[config.mk]
export PLATFORM = sky130hd
export DESIGN_NAME = route_instruction_word_codec
export DESIGN_NICKNAME = d
export VERILOG_FILES = /design/src/route_codec_pkg.sv /design/src/ctrl_word_crc.sv /design/src/route_instruction_word_codec.sv
export SDC_FILE = /design/constraint.sdc
export NUM_CORES = 1
export LEC_CHECK = 0
export BUFFER_PORTS_ARGS = -buffer_cell sky130_fd_sc_hd__buf_2
export CELL_PAD_IN_SITES_DETAIL_PLACEMENT = 1
export CELL_PAD_IN_SITES_GLOBAL_PLACEMENT = 2
export CORE_MARGIN = 1.5
export CORE_UTILIZATION = 37
export CTS_CLUSTER_SIZE = 8
export DETAILED_ROUTE_END_ITERATION = 10
export GPL_ROUTABILITY_DRIVEN = 1
export GPL_TIMING_DRIVEN = 0
export PLACE_DENSITY = 0.91
export RECOVER_POWER = 100
export SETUP_SLACK_MARGIN = 0.02
export SLEW_MARGIN = 20
export SYNTH_ARGS = -nofsm -noshare
export SYNTH_HDL_FRONTEND = slang
export SYNTH_SLANG_ARGS = --single-unit
[constraint.sdc]
create_clock -name CLK_SYS -period 3.05 [get_ports CLK_SYS]
set_clock_uncertainty 0.15 [all_clocks]
set_input_delay 0.1525 -clock CLK_SYS [delete_from_list [all_inputs] [get_ports CLK_SYS]]
set_output_delay 0.1525 -clock CLK_SYS [all_outputs]
set_load 0.01 [all_outputs]
[src/route_codec_pkg.sv]
package route_codec_pkg;

    // ------------------------------------------------------------------
    // Word layout
    // ------------------------------------------------------------------
    localparam int WORD_W       = 67;
    localparam int DATA_W       = 64;
    localparam int PAYLOAD_W    = 320;
    localparam int CTX_HI       = 56;
    localparam int CTX_LO       = 42;
    localparam int RSVD_BIT     = 41;
    localparam int OPLO_HI      = 38;
    localparam int OPLO_LO      = 33;
    localparam int ERR_HI       = 31;
    localparam int ERR_LO       = 30;
    localparam int BANK_BIT     = 27;
    localparam int OPHI_HI      = 26;
    localparam int OPHI_LO      = 24;
    localparam int CRC_HI       = 23;
    localparam int CRC_LO       = 0;
    localparam int CRC_COVER_HI = 66;
    localparam int CRC_COVER_LO = 24;
    localparam int COVER_W      = CRC_COVER_HI - CRC_COVER_LO + 1;

    // ------------------------------------------------------------------
    // Operation codes and request types
    // ------------------------------------------------------------------
    localparam logic [8:0] OP_TYPE1    = 9'h00c;
    localparam logic [8:0] OP_TYPE2    = 9'h00d;
    localparam logic [8:0] OP_TYPE3    = 9'h00e;
    localparam logic [1:0] RT_NONE     = 2'h0;
    localparam logic [1:0] RT_TYPE1    = 2'h1;
    localparam logic [1:0] RT_TYPE2    = 2'h2;
    localparam logic [1:0] RT_TYPE3    = 2'h3;
    localparam logic [2:0] WORDS_LONG  = 3'h5;
    localparam logic [2:0] WORDS_SHORT = 3'h2;
    localparam logic [1:0] RSP_WORDS   = 2'h2;
    localparam logic [1:0] ERR_OK      = 2'h0;
    localparam logic [1:0] ERR_CRC     = 2'h1;
    localparam logic [1:0] ERR_FMT     = 2'h2;

    // ------------------------------------------------------------------
    // Check sequence
    // ------------------------------------------------------------------
    localparam logic [23:0] CRC_POLY = 24'h800063;
    localparam logic [23:0] CRC_INIT = 24'hffffff;

    // ------------------------------------------------------------------
    // Register map
    // ------------------------------------------------------------------
    localparam logic [11:0] ADDR_CTRL       = 12'h000;
    localparam logic [11:0] ADDR_STATUS     = 12'h004;
    localparam logic [11:0] ADDR_INT_STATUS = 12'h008;
    localparam logic [11:0] ADDR_INT_ENABLE = 12'h00c;
    localparam logic [11:0] ADDR_INT_CLEAR  = 12'h010;
    localparam logic [11:0] ADDR_LAST_REQ   = 12'h014;
    localparam int          CTRL_EN_BIT     = 0;
    localparam int          CTRL_TARGET_DEVICE_ID_LO   = 1;
    localparam logic        CTRL_EN_RESET   = 1'b1;
    localparam logic [1:0]  TARGET_DEVICE_ID_RESET     = 2'h0;
    localparam int          EV_DECODED      = 0;
    localparam int          EV_CRC          = 1;
    localparam int          EV_FMT          = 2;
    localparam int          EV_OPERATION_CODE       = 3;
    localparam int          EV_RESP         = 4;
    localparam int          EV_W            = 5;

    typedef enum logic [0:0] {RX_IDLE, RX_DATA} rx_state_t;
    typedef enum logic [1:0] {TX_IDLE, TX_CTRL, TX_DATA} tx_state_t;

endpackage : route_codec_pkg

[src/ctrl_word_crc.sv]
module ctrl_word_crc
    import route_codec_pkg::*;
(
    input  wire logic [COVER_W-1:0] data,
    output logic      [23:0]        crc
);
    logic [23:0] acc;
    logic        fb;

    // Bit-serial form unrolled by the loop, MSB first
    always_comb begin
        acc = CRC_INIT;
        fb  = 1'b0;
        for (int i = COVER_W - 1; i >= 0; i--) begin
            fb  = acc[23] ^ data[i];
            acc = {acc[22:0], 1'b0};
            if (fb) begin
                acc = acc ^ CRC_POLY;
            end
        end
        crc = acc;
    end
endmodule : ctrl_word_crc

[src/route_instruction_word_codec.sv]
// Notes on behaviour
// - A type-1 request carries low code 001100 at 38:33 and high code 000 at 26:24.
// - A type-2 request carries low code 001101 at 38:33 and high code 000 at 26:24.
// - A type-3 request carries low code 001110 at 38:33 and high code 000 at 26:24.
// - Bits 66:57, 40:39 and 32 are framing, 56:42 hold the context address, 41 is reserved.
// - Every control word holds a 24-bit check sequence in 23:0 below the high code bits.
// - Payload byte 0 sits at 63:56 of a data word and byte 7 at 7:0.
// - The type-1 response echoes its code, puts error status at 31:30, zeros 29:28.
// - The type-2 response echoes its code, puts error status at 31:30, zeros 29:28.
// - Each response returns at bit 27 the bank select of its request.
// - Each response names its target device by a two-bit device identifier.
module route_instruction_word_codec
    import route_codec_pkg::*;
(
    input  wire logic                 CLK_SYS,
    input  wire logic                 RST_N,
    input  wire logic                 PSEL,
    input  wire logic                 PENABLE,
    input  wire logic                 PWRITE,
    input  wire logic [11:0]          PADDR,
    input  wire logic [31:0]          PWDATA,
    output logic      [31:0]          PRDATA,
    output logic                      PREADY,
    output logic                      PSLVERR,
    input  wire logic                 RX_VALID,
    input  wire logic                 RX_IS_CTRL,
    input  wire logic [WORD_W-1:0]    RX_WORD,
    output logic                      REQ_VALID,
    output logic      [1:0]           REQ_TYPE,
    output logic      [14:0]          REQ_CONTEXT,
    output logic                      REQ_BANK,
    output logic      [1:0]           REQ_ERROR,
    output logic      [PAYLOAD_W-1:0] REQ_PAYLOAD,
    output logic                      TX_VALID,
    output logic                      TX_IS_CTRL,
    output logic      [WORD_W-1:0]    TX_WORD,
    output logic      [1:0]           TX_DEVICE_ID,
    output logic                      IRQ
);
    // ------------------------------------------------------------------
    // State
    // ------------------------------------------------------------------
    typedef struct packed {
        rx_state_t           rx_st;
        logic [1:0]          cur_type;
        logic [14:0]         cur_ctx;
        logic                cur_bank;
        logic                cur_crc_bad;
        logic                cur_fmt_bad;
        logic [2:0]          expect_words;
        logic [2:0]          word_idx;
        logic [PAYLOAD_W-1:0] cur_payload;
        logic                req_valid;
        logic [1:0]          req_type;
        logic [14:0]         req_ctx;
        logic                req_bank;
        logic [1:0]          req_err;
        logic [PAYLOAD_W-1:0] req_payload;
        tx_state_t           tx_st;
        logic [1:0]          tx_cnt;
        logic                tx_valid;
        logic                tx_ctrl;
        logic [WORD_W-1:0]   tx_word;
        logic [1:0]          tx_target_device_id;
        logic                enable;
        logic [1:0]          dev_id;
        logic [EV_W-1:0]     int_status;
        logic [EV_W-1:0]     int_enable;
        logic [15:0]         decode_count;
        logic [31:0]         prdata;
        logic                pready;
        logic                pslverr;
        logic                irq;
    } state_t;

    state_t              s;
    state_t              next_s;
    logic [8:0]          rx_operation_code;
    logic [23:0]         rx_crc_calc;
    logic [23:0]         rsp_crc_calc;
    logic [WORD_W-1:0]   rsp_word;
    logic [EV_W-1:0]     events;
    logic [DATA_W-1:0]   rx_data;
    logic                access;

    assign rx_operation_code = {RX_WORD[OPHI_HI:OPHI_LO], RX_WORD[OPLO_HI:OPLO_LO]};
    assign rx_data   = RX_WORD[DATA_W-1:0];
    assign access    = PSEL & PENABLE;

    // ------------------------------------------------------------------
    // Check sequences for incoming and outgoing control words
    // ------------------------------------------------------------------
    ctrl_word_crc u_rx_crc (
        .data (RX_WORD[CRC_COVER_HI:CRC_COVER_LO]),
        .crc  (rx_crc_calc)
    );

    // Framing bits are left zero for the framing layer to fill
    always_comb begin
        rsp_word = '0;
        rsp_word[CTX_HI:CTX_LO] = s.req_ctx;
        rsp_word[ERR_HI:ERR_LO] = s.req_err;
        rsp_word[BANK_BIT]      = s.req_bank;
        if (s.req_type == RT_TYPE1) begin
            rsp_word[OPLO_HI:OPLO_LO] = OP_TYPE1[5:0];
            rsp_word[OPHI_HI:OPHI_LO] = OP_TYPE1[8:6];
        end else begin
            rsp_word[OPLO_HI:OPLO_LO] = OP_TYPE2[5:0];
            rsp_word[OPHI_HI:OPHI_LO] = OP_TYPE2[8:6];
        end
    end

    ctrl_word_crc u_tx_crc (
        .data (rsp_word[CRC_COVER_HI:CRC_COVER_LO]),
        .crc  (rsp_crc_calc)
    );

    // ------------------------------------------------------------------
    // Next state
    // ------------------------------------------------------------------
    always_comb begin
        next_s           = s;
        events           = '0;
        next_s.req_valid = 1'b0;
        next_s.tx_valid  = 1'b0;
        next_s.tx_ctrl   = 1'b0;
        next_s.pready    = 1'b0;
        next_s.pslverr   = 1'b0;

        // Request decoding
        if (RX_VALID && s.enable) begin
            if (RX_IS_CTRL) begin
                // A control word mid-request cuts the old one short
                if (s.rx_st == RX_DATA) begin
                    events[EV_FMT] = 1'b1;
                end
                next_s.cur_ctx     = RX_WORD[CTX_HI:CTX_LO];
                next_s.cur_bank    = RX_WORD[BANK_BIT];
                next_s.cur_crc_bad = (rx_crc_calc != RX_WORD[CRC_HI:CRC_LO]);
                next_s.cur_fmt_bad = 1'b0;
                next_s.word_idx    = 3'h0;
                next_s.cur_payload = '0;
                next_s.rx_st       = RX_DATA;
                if (rx_operation_code == OP_TYPE1) begin
                    next_s.cur_type     = RT_TYPE1;
                    next_s.expect_words = WORDS_LONG;
                end else if (rx_operation_code == OP_TYPE2) begin
                    next_s.cur_type     = RT_TYPE2;
                    next_s.expect_words = WORDS_SHORT;
                end else if (rx_operation_code == OP_TYPE3) begin
                    next_s.cur_type     = RT_TYPE3;
                    next_s.expect_words = WORDS_SHORT;
                end else begin
                    next_s.cur_type  = RT_NONE;
                    next_s.rx_st     = RX_IDLE;
                    events[EV_OPERATION_CODE] = 1'b1;
                end
            end else if (s.rx_st == RX_DATA) begin
                // Word i lands with byte 8i in the top lane
                next_s.cur_payload[PAYLOAD_W-1-DATA_W*s.word_idx -: DATA_W] = rx_data;
                if (s.cur_type != RT_TYPE1 && s.word_idx == 3'h1 && rx_data != '0) begin
                    next_s.cur_fmt_bad = 1'b1;
                end
                next_s.word_idx = s.word_idx + 3'h1;
                if (s.word_idx + 3'h1 == s.expect_words) begin
                    next_s.rx_st       = RX_IDLE;
                    next_s.req_valid   = 1'b1;
                    next_s.req_type    = s.cur_type;
                    next_s.req_ctx     = s.cur_ctx;
                    next_s.req_bank    = s.cur_bank;
                    next_s.req_payload = next_s.cur_payload;
                    if (s.cur_crc_bad) begin
                        next_s.req_err = ERR_CRC;
                    end else if (next_s.cur_fmt_bad) begin
                        next_s.req_err = ERR_FMT;
                    end else begin
                        next_s.req_err = ERR_OK;
                    end
                    next_s.decode_count = s.decode_count + 16'h1;
                    events[EV_DECODED] = 1'b1;
                    events[EV_CRC]     = s.cur_crc_bad;
                    events[EV_FMT]     = next_s.cur_fmt_bad;
                end
            end else begin
                // Stray data word outside a request
                events[EV_FMT] = 1'b1;
            end
        end

        // Response: a request spans three words or more, but a response only returns to idle
        // four cycles after its decode, so a decode three cycles later goes unanswered
        case (s.tx_st)
            TX_IDLE: begin
                if (s.req_valid && s.req_type != RT_TYPE3) begin
                    next_s.tx_st = TX_CTRL;
                end
            end
            TX_CTRL: begin
                next_s.tx_valid = 1'b1;
                next_s.tx_ctrl  = 1'b1;
                next_s.tx_word  = {rsp_word[WORD_W-1:CRC_HI+1], rsp_crc_calc};
                next_s.tx_target_device_id = s.dev_id;
                next_s.tx_cnt   = 2'h0;
                next_s.tx_st    = TX_DATA;
            end
            TX_DATA: begin
                next_s.tx_valid = 1'b1;
                next_s.tx_word  = '0;
                next_s.tx_cnt   = s.tx_cnt + 2'h1;
                if (s.tx_cnt + 2'h1 == RSP_WORDS) begin
                    next_s.tx_st   = TX_IDLE;
                    events[EV_RESP] = 1'b1;
                end
            end
            default: begin
                next_s.tx_st = TX_IDLE;
            end
        endcase

        // APB slave: one wait state, answer registered
        if (access && !s.pready) begin
            next_s.pready = 1'b1;
            next_s.prdata = 32'h0;
            if (PADDR == ADDR_CTRL) begin
                next_s.prdata = {29'h0, s.dev_id, s.enable};
            end else if (PADDR == ADDR_STATUS) begin
                next_s.prdata = {12'h0, s.tx_st != TX_IDLE, s.rx_st == RX_DATA,
                                 s.cur_type, s.decode_count};
            end else if (PADDR == ADDR_INT_STATUS) begin
                next_s.prdata = {{(32-EV_W){1'b0}}, s.int_status};
            end else if (PADDR == ADDR_INT_ENABLE) begin
                next_s.prdata = {{(32-EV_W){1'b0}}, s.int_enable};
            end else if (PADDR == ADDR_INT_CLEAR) begin
                next_s.prdata = 32'h0;
            end else if (PADDR == ADDR_LAST_REQ) begin
                next_s.prdata = {11'h0, s.req_err, s.req_bank, s.req_type,
                                 1'b0, s.req_ctx};
            end else begin
                next_s.pslverr = 1'b1;
            end
        end
        if (access && s.pready && PWRITE) begin
            if (PADDR == ADDR_CTRL) begin
                next_s.enable = PWDATA[CTRL_EN_BIT];
                next_s.dev_id = PWDATA[CTRL_TARGET_DEVICE_ID_LO +: 2];
            end else if (PADDR == ADDR_INT_ENABLE) begin
                next_s.int_enable = PWDATA[EV_W-1:0];
            end else if (PADDR == ADDR_INT_CLEAR) begin
                next_s.int_status = s.int_status & ~PWDATA[EV_W-1:0];
            end
        end
        // Set wins over a clear in the same cycle
        next_s.int_status = next_s.int_status | events;
        next_s.irq        = |(next_s.int_status & next_s.int_enable);
    end

    always_ff @(posedge CLK_SYS or negedge RST_N) begin
        if (!RST_N) begin
            s        <= '0;
            s.rx_st  <= RX_IDLE;
            s.tx_st  <= TX_IDLE;
            s.enable <= CTRL_EN_RESET;
            s.dev_id <= TARGET_DEVICE_ID_RESET;
        end else begin
            s <= next_s;
        end
    end

    // ------------------------------------------------------------------
    // Outputs
    // ------------------------------------------------------------------
    assign PRDATA       = s.prdata;
    assign PREADY       = s.pready;
    assign PSLVERR      = s.pslverr;
    assign REQ_VALID    = s.req_valid;
    assign REQ_TYPE     = s.req_type;
    assign REQ_CONTEXT  = s.req_ctx;
    assign REQ_BANK     = s.req_bank;
    assign REQ_ERROR    = s.req_err;
    assign REQ_PAYLOAD  = s.req_payload;
    assign TX_VALID     = s.tx_valid;
    assign TX_IS_CTRL   = s.tx_ctrl;
    assign TX_WORD      = s.tx_word;
    assign TX_DEVICE_ID = s.tx_target_device_id;
    assign IRQ          = s.irq;
endmodule : route_instruction_word_codec

### Word level (Yosys, flattened, before mapping)

Cells that the tools add are included.
W data, S select, Z words.

* add/subtract/negate cells: 5
* equal/unequal tests: 19
* shift operators: 2
* mux-type cells: 140
* bitwise gates (word level): 145
* reductions and logical operators: 22

Operator list (number)
* $mux W24: 76
* $mux W341: 3
* $mux W664: 1
* $shift A64 B34 Y383 const A: 1
* $shiftx A64 B34 Y383: 1
* $not A5 Y5: 75
* $mux W323: 1
* $bwmux W320: 1
* $pmux W67 S2: 1
* $mux W21: 6
* $reduce_bool A64 Y1: 1
* $xor A1 B1 Y1: 60
* $neg A32 Y34: 1
* $mux W1: 29
* $eq A9 B4 Y1 const B: 3
* $eq A12 B4 Y1 const B: 2
* $eq A12 B5 Y1 const B: 2
* $ne A24 B24 Y1: 1
* $mux W10: 2
* $mux W2: 10
* $add A16 B1 Y16 const B: 1
* $mux W5: 3
* $eq A12 B3 Y1 const B: 1
* $logic_not A12 Y1: 1
* other kinds (27): 50

* flip-flop bits (word level): 816
* input port bits: 118
* output and inout port bits: 447

### Depth between registers and ports, before layout

Gate-level depths: netlist of the first run.

* depth after elaboration: 86
* mapped depth: 12

### By module

A second synthesis of the first run with hierarchy kept.

* cell total of the unflattened synthesis: 3440
* area, all modules: 37584.8 sq um

Modules (own cells, without submodules)
* route_instruction_word_codec: times used 1, cells an instance 3278, area each 35935.7 sq um, sequential area each 19820.3 sq um
* ctrl_word_crc: times used 2, cells an instance 81, area each 824.5 sq um, sequential area each 0.0 sq um

### Worst setup path before layout of the first run

No wires, ideal clock.

* path kind: flip-flop to flip-flop
* start: register s[800] (netlist bit)
* end: register s (netlist bit REQ_PAYLOAD[206])
* arrival: 2.369 ns
* required time: 2.763 ns
* slack: 0.394 ns
* cell stages (with the launch flop): 10
* buffers on the path: 3
* clock period less this slack: 2.656 ns
* cell sequence: dfrtp_1 clkbuf_1 inv_1 ha_1 nor2_1 and3_1 clkbuf_1 buf_1 mux2i_1 a21oi_1

* cells in the longest elaborated chain, start to end: 4

Ends and longest elaborated chain
* start: declaration: RTL line route_instruction_word_codec.sv:76 `state_t s;`
* start signal: assignment: RTL line route_instruction_word_codec.sv:265 `s <= next_s;`
* $sub A9 B9 Y10: RTL line route_instruction_word_codec.sv:160 `next_s.cur_payload[PAYLOAD_W-1-DATA_W*s.word_idx -: DATA_W] = rx_data;`
* $neg A32 Y34: RTL line route_instruction_word_codec.sv:160
* $shiftx A64 B34 Y383 / $shift A64 B34 Y383 (equally long branches): RTL line route_instruction_word_codec.sv:160
* $bwmux W320: RTL line route_instruction_word_codec.sv:160

Parallel ways exist; a longest one is shown, timed or not.
A chain may end at the register's enable or synchronous reset.

==> results of run 1 <==
logic make-up (layout without fill, tap and decap cells):
kind of cell | Yosys count | after routing | synth area share, %
AOI/OAI and AO/OA | 750 | 750 | 14.29
xor gates and xnor gates | 148 | 148 | 3.518
adders and majority gates | 8 | 8 | 0.2716
buffers and inverters | 798 | 1497 | 12.64
DFF | 789 | 789 | 53.58
muxes | 232 | 232 | 6.343
other | 1 | 37 | 0.01018
and+or+nand+nor | 817 | 817 | 9.347
worst register-to-register path, cell delays in order, from the launching register on:
cell and delay, ps:
dfrtp_1 400, clkbuf_4 190, inv_2 110, ha_4 170
nor2_1 70, a21oi_1 160, nand2b_1 240, nand2_1 100
nand2_2 520, clkbuf_1 530, a22o_1 230
per-layer routing:
metal  GRT usage (%)  vias up  wire (um)
li1                -    13080          -
met1           36.64    15540      59920
met2           43.68     1200      65250
met3           5.323      223      10110
met4           9.240        2       4485
met5               0        -          7
registers in the layout (all words and copies together), names as in the netlist:
signal	cells
s	379
REQ_BANK	1
TX_IS_CTRL	1
PRDATA	21
TX_WORD	41
PSLVERR	1
TX_VALID	1
REQ_PAYLOAD	320
REQ_TYPE	2
REQ_VALID	1
PREADY	1
IRQ	1
REQ_CONTEXT	15
TX_DEVICE_ID	2
REQ_ERROR	2
power groups by stage:
stage	sequential (mW)	combinational (mW)	clock, mW
after floorplan	10.7	0.551	0
after global placement	10.7	1.11	0
after detailed placement	10.7	1.15	0
after CTS	10.5	1.20	11.2
after global routing	10.5	1.29	11.6
final	10.5	1.20	11.0
worst max path at each step:
stage,startpoint,end,slack (ps)
after floorplan,s[800]$_DFFE_PN0P_,REQ_PAYLOAD[206]$_DFFE_PN0P_,390
after global placement,RST_N,REQ_PAYLOAD[23]$_DFFE_PN0P_,-15750
after detailed placement,s[800]$_DFFE_PN0P_,REQ_PAYLOAD[127]$_DFFE_PN0P_,-1050
after CTS,s[63]$_DFFE_PN1P_,s[494]$_DFFE_PN0P_,-70
after global routing,s[800]$_DFFE_PN0P_,s[50]$_DFFE_PN0P_,-3
final,RX_WORD[47],IRQ$_DFF_PN0_,90
cell usage in the layout, fill, tap and decap left out, types with 17 or more instances in the layout:
cell           instances
xor2_1                37
a21oi_1              219
buf_4                335
nor2_1               338
buf_2                215
nand3_1               94
clkbuf_4              59
dfrtp_1              788
a22o_1               325
nand2_1              302
xnor2_1              111
o21ai_0               40
clkbuf_1             557
clkbuf_2              70
clkbuf_16            110
a31oi_1              109
conb_1                33
nor4_1                17
dlygate4sd3_1         57
inv_1                 64
mux2i_1              220
o22ai_1               18
timing repair:
action,CTS,global route
cloned,0,2
gates resized for setup,132,22
hold endpoints to repair,396,0
hold buffers,57,0
pin swaps,2,4
buffers inserted,6,2
endpoints found under the setup margin,609,653
metrics by stage:
stage	total power, mW	hold slack, ps
global route	23.40	17.03
floorplan	11.22	-293.1
CTS	22.89	2.168
detailed placement	11.81	-8.553
finish	22.72	-53.75
global placement	11.78	276.0
area by class of cell:
type / instances / area, sq um / share of cell area (%)
Antenna cell: 4 / 10.01 / 0.02249
Sequential cell: 789 / 19750 / 44.36
Buffer: 727 / 4323 / 9.712
Timing Repair Buffer: 574 / 2992 / 6.721
Tap cell: 1287 / 1610 / 3.618
Clock buffer: 120 / 2790 / 6.268
Inverter: 67 / 256.5 / 0.5762
Clock inverter: 8 / 147.6 / 0.3317
Timing Repair inverter: 1 / 5.005 / 0.01124
Multi-Input combinational cell: 1988 / 12630 / 28.38
==> metrics, run 1 <==
maximum buffer depth of the clock tree 3; critical path capture point type flop; Setup TNS 0 ps; placer congestion estimate 0.8822; Root Driver clkbuf_16; Mean Syn Cell Area 10.40 sq um; setup ws final 94.12 ps; H-tree depth 3; Post-Place Setup Slack -1049 ps; flop and latch count out of synthesis around 790; CP max stage cell dlygate4sd3_1; vias in the first global route 31.06k; Post-Synthesis Cells 3543; DR WL/cell ~25 um; distinct cell type count after synthesis 55; Die W 318.6 um; First-pass DRT Iterations 8; Tot GR Track Use 27.17%; Max VDD drop approximately 0.0004 V; most common library cells after synthesis 788 x dfrtp_1, 440 x buf_4, 343 x nor2_1; Final ANT Viol Nets 0; initial drt markers 2584; Internal approximately 17 mW; row count between 100 and 150; clock buffer count from CTS between 100 and 150; fillers 11.23k; Residual DRC 0; Final Cell Area between 0.04 and 0.05 sq mm; area of the die a little over 0.1 sq mm; IO Count about 570; Util after Layout a little under half; delay-heaviest family, CP simple AND/OR/NAND/NOR gates; ratio of cells with drive above 1 in the final layout a little under 20%; Reg power frac 46.2%; Startpoint Class primary input; reg2reg end s[494]$_DFFE_PN0P_; r2r setup slk around 110 ps; critical path required time 3460 ps; final hold vios 3; core box area 0.09856 sq mm; worst hold endpoint s[826]$_DFFE_PN0P_; FMAX 0.3383 GHz; Die Span Y 318.6 um; total gr overflow 0; pin count of the biggest net entering global routing 129; switching share of total power 23.74%; Hold WC Path Type in2reg; wirelength, routed 139800 um; detailed-route via count 30.04k; worst skew pair latency 690 ps; Comb pwr share 5.3%; Avg Vias per Cell 5.398; crit-path max FO 6; Cell Pwr Density 510.4 mW/mm^2; CTS tree built; DP Area 0.04136 sq mm; Post-synth EDFFs 0; Inst Count DP around 5.4k; Worst-path clk slew 50 ps; CTS Sinks slightly below 800; Stages on worst setup path 10; Post-synth ARST share 100.0%; Net Switching 5.395 mW; buffer and inverter count on the worst path 2; Slew HR 17.41%; Final min period approximately 3000 ps; outcome finished with violations; CP Class in2reg; final setup vio count 0; start of the worst register-to-register path s[800]$_DFFE_PN0P_; Critical Path AT approximately 3400 ps; warnings from Yosys 0; Yosys top cell area share 53.51%; worst slew pin tran roughly 1200 ps; first-pass GRT wire length 205800 um; Pleak 21.73 nW; hold depth 5; Layout area overhead 20.79%; failing checks hold timing; synthesized cell area 0.03685 sq mm; placed wire-length estimate 99420 um; prevailing post-synth register cell dfrtp_1; Hold Crit Start RX_VALID; PortBufs 498; crit-path cells dlygate4sd3_1, clkbuf_1, nor4_1, nand4_1, nor3_1, nand4_1, a21oi_2, o31ai_1, a32o_1, a211o_1; worst stage delay on the critical path 530 ps; clock share of power about half; max-slew violation count 0; most frequent cell after synthesis dfrtp_1; largest area contributor in the netlist dfrtp_1; FF-to-FF path depth 10; Top cell by count, worst path nand4_1; Initial Utilization 37.39%; Non-Filler Instances between 5k and 6k; nets 4383; Max Cap Violations 0; initial antenna violation count 9; Worst Hold Slack -53.75 ps; Final period util 96.91%; Seq/Total Area, Yosys 53.58%; Area contributors post-synth dfrtp_1 54%, buf_4 9.0%, a22o_1 7.7%, mux2i_1 6.0%, nor2_1 3.5%
(Power assumes the default switching activity.)
==> inputs of run 2 (changes only) <==
Settings changed: PLACE_DENSITY 0.91 to not set, PLACE_DENSITY_LB_ADDON set to 0.1.
==> run 2 against run 1 <==
Effect of this change:
- the run ends with capacitance limit, slew limit left
- die area unchanged
- via count shrank 2.9%
- wire length is 0.13% higher
- setup slack improved by 2.1 ps
- non-clock buffer count grew 5
- sequential cell count unchanged
- first-iteration DRC count decreased by 16%
- clock-buffer cell count rose by 2
==> metrics, run 2 (synthesis results as in run 1) <==
outcome finished with violations; failing checks capacitance limit, slew limit; most frequent cells in the layout 788 x dfrtp_1, 553 x clkbuf_1, 358 x buf_4; maximum buffer depth of the clock tree 3 (unchanged); area of the die 0.1015 sq mm (unchanged); Residual DRC 0 (unchanged); Slew HR -22.63% (-40 points); Final ANT Viol Nets 0 (unchanged); fillers 11.15k (-0.75%); critical path capture point type flop; row count 115 (unchanged); Pleak 21.77 nW (+0.20%); First-pass DRT Iterations 6 (-2); Startpoint Class flop; max reg flops 379 (unchanged); worst hold endpoint PRDATA[1]$_DFFE_PN0P_; Avg Vias per Cell 5.235 (-3.0%); vias in the first global route 30.29k (-2.5%); PortBufs 498 (unchanged); clock buffer count from CTS 108 (-0.92%); IO Count 565 (unchanged); reg2reg end REQ_PAYLOAD[78]$_DFFE_PN0P_; FMAX 0.3385 GHz (about the same); Worst Hold Slack 34.71 ps (+88.46 ps); H-tree depth 3 (unchanged); Worst-path clk slew 50 ps (about the same); crit-path max FO 10 (+4); Final min period 2954 ps (-2.060 ps); Initial Utilization 37.39% (unchanged); start of the worst register-to-register path s[800]$_DFFE_PN0P_; placed wire-length estimate 101400 um (+2.0%); worst slew pin tran 1840 ps (+600.6 ps); Max VDD drop 0.0003998 V (-0.33%); worst skew pair latency 690 ps (about the same); final setup vio count 0 (unchanged); Top cell by count, worst path clkbuf_4; max-slew violation count 264 (+264); wirelength, routed 140000 um (+0.13%); Hold Crit Start PADDR[11]; detailed-route via count 29.16k (-2.9%); final hold vios 0 (-3); most common cell after layout, fill and taps aside dfrtp_1; nets 4386 (+0.068%); FF-to-FF path depth 8 (-2); core box area 0.09856 sq mm (unchanged); critical path required time 3490 ps (+30 ps); placer congestion estimate 0.8496 (-3.7%); Largest Register s; Root Driver clkbuf_16; Max Cap Violations 3 (+3); Final period util 96.85% (about the same); pin count of the biggest net entering global routing 130 (+0.78%); DR WL/cell 25.13 um (about the same); RSZ-0062 raised after global routing true; hold depth 5 (unchanged); r2r setup slk 100 ps (about the same); Critical Path AT 3390 ps (+20 ps); CTS Sinks 789 (unchanged); Die Span Y 318.6 um (unchanged); crit-path cells clkbuf_4, inv_1, ha_2, nor4_1, clkbuf_4, buf_2, nand2_1, a31oi_1; first-pass GRT wire length 204900 um (-0.47%); initial drt markers 2171 (-16%); Tot GR Track Use 27.22% (+0.052 points); CP Class reg2reg; worst stage delay on the critical path 470 ps (-60 ps); CTS tree built; CP max stage cell buf_2; Hold WC Path Type in2reg; Layout area overhead 21.18%; Design Power 22.61 mW (-0.49%); ratio of cells with drive above 1 in the final layout 20.20% (+0.31 points); total gr overflow 0 (unchanged); initial antenna violation count 13 (+4); Die W 318.6 um (unchanged); Cell Pwr Density 506.3 mW/mm^2 (-0.81%)
## run 2: cell count changes in the layout (fill, tap and decap cells not counted), moves of 4 or more
cell / before / now
clkbuf_4: 59 / 69
clkbuf_8: 3 / 9
buf_2: 215 / 202
buf_4: 335 / 358
clkbuf_1: 557 / 553
clkbuf_2: 70 / 58
dlygate4sd3_1: 57 / 51
## run 2: worst max path at each step
stage                       startpoint                           end  slack, ps  cells after the start
floorplan           s[800]$_DFFE_PN0P_  REQ_PAYLOAD[206]$_DFFE_PN0P_        390                      9
global placement                 RST_N   REQ_PAYLOAD[21]$_DFFE_PN0P_     -16540                      1
detailed placement  s[800]$_DFFE_PN0P_  REQ_PAYLOAD[127]$_DFFE_PN0P_      -1280                     11
CTS                  s[63]$_DFFE_PN1P_            s[495]$_DFFE_PN0P_       -140                      7
global route         s[63]$_DFFE_PN1P_            s[549]$_DFFE_PN0P_        -50                      7
finish              s[800]$_DFFE_PN0P_   REQ_PAYLOAD[78]$_DFFE_PN0P_        100                      8
## run 2: repair_timing
action | CTS | global route
cloned | 0 | 1
pin swaps | 3 | 4
setup buffers | 9 | 3
gates resized for setup | 164 | 21
hold buffers | 52 | 0
endpoints found under the hold margin | 420 | 0
setup endpoints to repair | 617 | 726
## run 2: cell type report
class | count | area, sq um | share of cell area, %
Timing Repair Buffer | 576 | 3055 | 6.842
Clock buffer | 122 | 2786 | 6.240
Buffer | 730 | 4481 | 10.03
Sequential cell | 789 | 19750 | 44.22
Inverter | 67 | 254.0 | 0.5688
Multi-Input combinational cell | 1988 | 12650 | 28.34
Antenna cell | 6 | 15.01 | 0.03362
Tap cell | 1287 | 1610 | 3.606
Clock inverter | 5 | 55.05 | 0.1233
## run 2: per-stage QoR
step	setup slack, ps	TNS [ps]	instances	util [%]	cell area (sq um)
after floorplan	394.4	0	3575	-	36970
after global placement	-16540	-	5360	41.67	41070
after detailed placement	-1285	-303440	5373	42.06	41460
after CTS	-142.2	-11340	5561	45.89	45230
after global routing	-46.63	-429.4	5567	45.30	44650
final	96.18	0	5570	45.31	44660
## run 2: layer usage
metal	global-route usage, %	part of all wire [%]	vias up	routed length, um
met5	0	0.059	-	83
met4	8.017	2.9	14	4021
met3	4.115	4.9	204	6915
met2	44.50	47	848	66180
met1	37.33	45	15000	62760
li1	-	-	13090	-
## run 2: worst max-delay path, delay by kind of cell, from the launching register on
family	cells	cell delay, ps
AOI/OAI and AO/OA	1	210
and+or+nand+nor	2	530
adders and majority gates	1	340
DFF	1	400
buffers and inverters	4	1210
## run 2: where the power goes
group / internal, mW / switching, mW / leakage, nW
logic: 0.391 / 0.814 / 9.36
clock network: 6.31 / 4.60 / 1.39
registers: 10.5 / 0.000987 / 11.0
total: 17.2 / 5.42 / 21.8
==> inputs of run 3 (changes only) <==
--- a/config.mk
+++ b/config.mk
@@ -15,3 +15,2 @@
 export GPL_ROUTABILITY_DRIVEN = 1
-export GPL_TIMING_DRIVEN = 0
 export PLACE_DENSITY_LB_ADDON = 0.1
--- a/constraint.sdc
+++ b/constraint.sdc
@@ -4,2 +4,2 @@
 set_output_delay 0.1525 -clock CLK_SYS [all_outputs]
-set_load 0.01 [all_outputs]
+set_load 0.005 [all_outputs]
==> run 3 against run 2 <==
Effect of this change:
- the flow still finishes with violations (capacitance limit, slew limit)
- sequential share of layout area increased by 3.1 points
- hold slack improved by 42 ps
- critical path depth grew 3
- setup slack better by 55 ps
- fmax grew 1.9%
- sequential cell count is the same
==> metrics, run 3 (synthesis results as in run 1) <==
Layout area overhead 13.14%; Pleak 20.00 nW (-8.1%); worst slew pin tran 2206 ps (+366.2 ps); Final min period 2899 ps (-55.02 ps); first-pass GRT wire length 194500 um (-5.1%); First-pass DRT Iterations 7 (+1); detailed-route via count 27.00k (-7.4%); RSZ-0062 raised after global routing false; Worst-path clk slew 60 ps (about the same); delay-heaviest family, CP simple AND/OR/NAND/NOR gates; clock buffer count from CTS 109 (+0.93%); max-slew violation count 14 (-95%); CP Class reg2reg; CTS Sinks 789 (unchanged); worst stage delay on the critical path 430 ps (-40 ps); outcome finished with violations; pin count of the biggest net entering global routing 127 (-2.3%); placer congestion estimate 0.8083 (-4.9%); CTS tree built; max reg flops 379 (unchanged); Hold WC Path Type in2reg; Final ANT Viol Nets 0 (unchanged); most common cell after layout, fill and taps aside dfrtp_1; most frequent cells in the layout 788 x dfrtp_1, 340 x nor2_1, 325 x a22o_1; Startpoint Class flop; initial antenna violation count 11 (-2); placed wire-length estimate 86740 um (-14%); critical path required time 3460 ps (-30 ps); final setup vio count 0 (unchanged); PortBufs 504 (+1.2%); core box area 0.09856 sq mm (unchanged); Cell Pwr Density 544.2 mW/mm^2 (+7.5%); FMAX 0.3450 GHz (+1.9%); worst skew pair latency 670 ps (-20 ps); critical path capture point type flop; area of the die 0.1015 sq mm (unchanged); IO Count 565 (unchanged); Die Span Y 318.6 um (unchanged); final hold vios 0 (unchanged); fillers 10.89k (-2.3%); DR WL/cell 26.07 um (+3.8%); H-tree depth 3 (unchanged); wirelength, routed 130500 um (-6.7%); Residual DRC 0 (unchanged); Initial Utilization 37.39% (unchanged); Final period util 95.04% (-1.8 points); area taken by multi-input logic gates 0.01262 sq mm (-0.25%); crit-path max FO 7 (-3); Avg Vias per Cell 5.392 (+3.0%); nets 3824 (-13%); maximum buffer depth of the clock tree 3 (unchanged); failing checks capacitance limit, slew limit; setup ws final 151.2 ps (+55.02 ps); Non-Filler Instances 5007 (-10%); ratio of cells with drive above 1 in the final layout 15.05% (-5.2 points); Max VDD drop 0.0004333 V (+8.4%); Die W 318.6 um (unchanged); total gr overflow 0 (unchanged); Storage cell area 0.01975 sq mm (unchanged); vias in the first global route 28.98k (-4.3%); Max Cap Violations 1 (-2); Largest Register s; Root Driver clkbuf_16; row count 115 (unchanged); CP max stage cell dfrtp_1; Post-Place Setup Slack -115.7 ps (+1169 ps); buffer and inverter count on the worst path 2 (-2); initial drt markers 1717 (-21%); Slew HR -47.05% (-24 points); Tot GR Track Use 25.43% (-1.8 points); crit-path cells inv_1, ha_1, xor2_1, nor2_1, nand2_1, inv_8, and4_1, nand4_1, nor2_1, nand4_1, xnor2_1; Critical Path AT 3310 ps (-80 ps); Setup TNS 0 ps (unchanged); Inst Count DP 4788 (-11%)
[run 3: worst min-delay path, delay by kind of cell]
family / cells / cell delay, ps
xor gates and xnor gates: 2 / 260
buffers and inverters: 1 / 110
AOI/OAI and AO/OA: 2 / 230
and+or+nand+nor: 1 / 110
[run 3: final cells by class]
cell class | count | area share, %
Clock inverter | 5 | 0.1501
Sequential cell | 789 | 47.36
Clock buffer | 123 | 6.821
Inverter | 67 | 0.6212
Multi-Input combinational cell | 1988 | 30.27
Timing Repair Buffer | 743 | 10.88
Tap cell | 1287 | 3.862
Antenna cell | 5 | 0.03001
[run 3: through the flow]
stage               utilization, %  instance area [sq um]  hold WS [ps]  power (mW)
floorplan                        -                  36970        -293.1       11.21
global placement             38.95                  38390        -56.99       11.81
detailed placement           38.95                  38390        -56.44       11.83
CTS                          42.77                  42150         41.84       23.01
global route                 42.29                  41680         116.5       23.51
finish                       42.30                  41690         76.21       22.69
[run 3: metal layers]
| metal | vias up | share of wire (%) | global-route usage [%] |
|---|---|---|---|
| met5 | - | 0.035 | 0 |
| met2 | 822 | 49 | 42.70 |
| met4 | 8 | 2.8 | 8.198 |
| met3 | 174 | 6.0 | 5.145 |
| li1 | 11940 | - | - |
| met1 | 14050 | 42 | 32.79 |
[run 3: worst paths after layout]
| kind | from | to | slack [ps] | cells after the start |
|---|---|---|---|---|
| min | RX_WORD[64] | s[807]$_DFFE_PN0P_ | 80 | 6 |
| min in group asynchronous | RST_N | TX_WORD[0]$_DFFE_PN0P_ | 1430 | 3 |
| min reg2reg | s[811]$_DFFE_PN0P_ | REQ_CONTEXT[2]$_DFFE_PN0P_ | 310 | 2 |
| max | s[801]$_DFFE_PN0P_ | s[50]$_DFFE_PN0P_ | 150 | 11 |
| max reg2reg | s[801]$_DFFE_PN0P_ | s[50]$_DFFE_PN0P_ | 150 | 11 |
| max in group asynchronous | RST_N | REQ_PAYLOAD[259]$_DFFE_PN0P_ | 290 | 3 |
[run 3: where the power goes]
part	switching [mW]	internal (mW)
clock network	4.53	6.44
logic	0.804	0.423
registers	0.00100	10.5
total	5.34	17.3
[run 3: what timing repair did]
action                     4_1_cts  5_1_grt
hold endpoints to repair      1375        0
gates resized for setup          0        3
buffers inserted                 0        0
setup endpoints to repair        0        4
hold buffers                    85        0
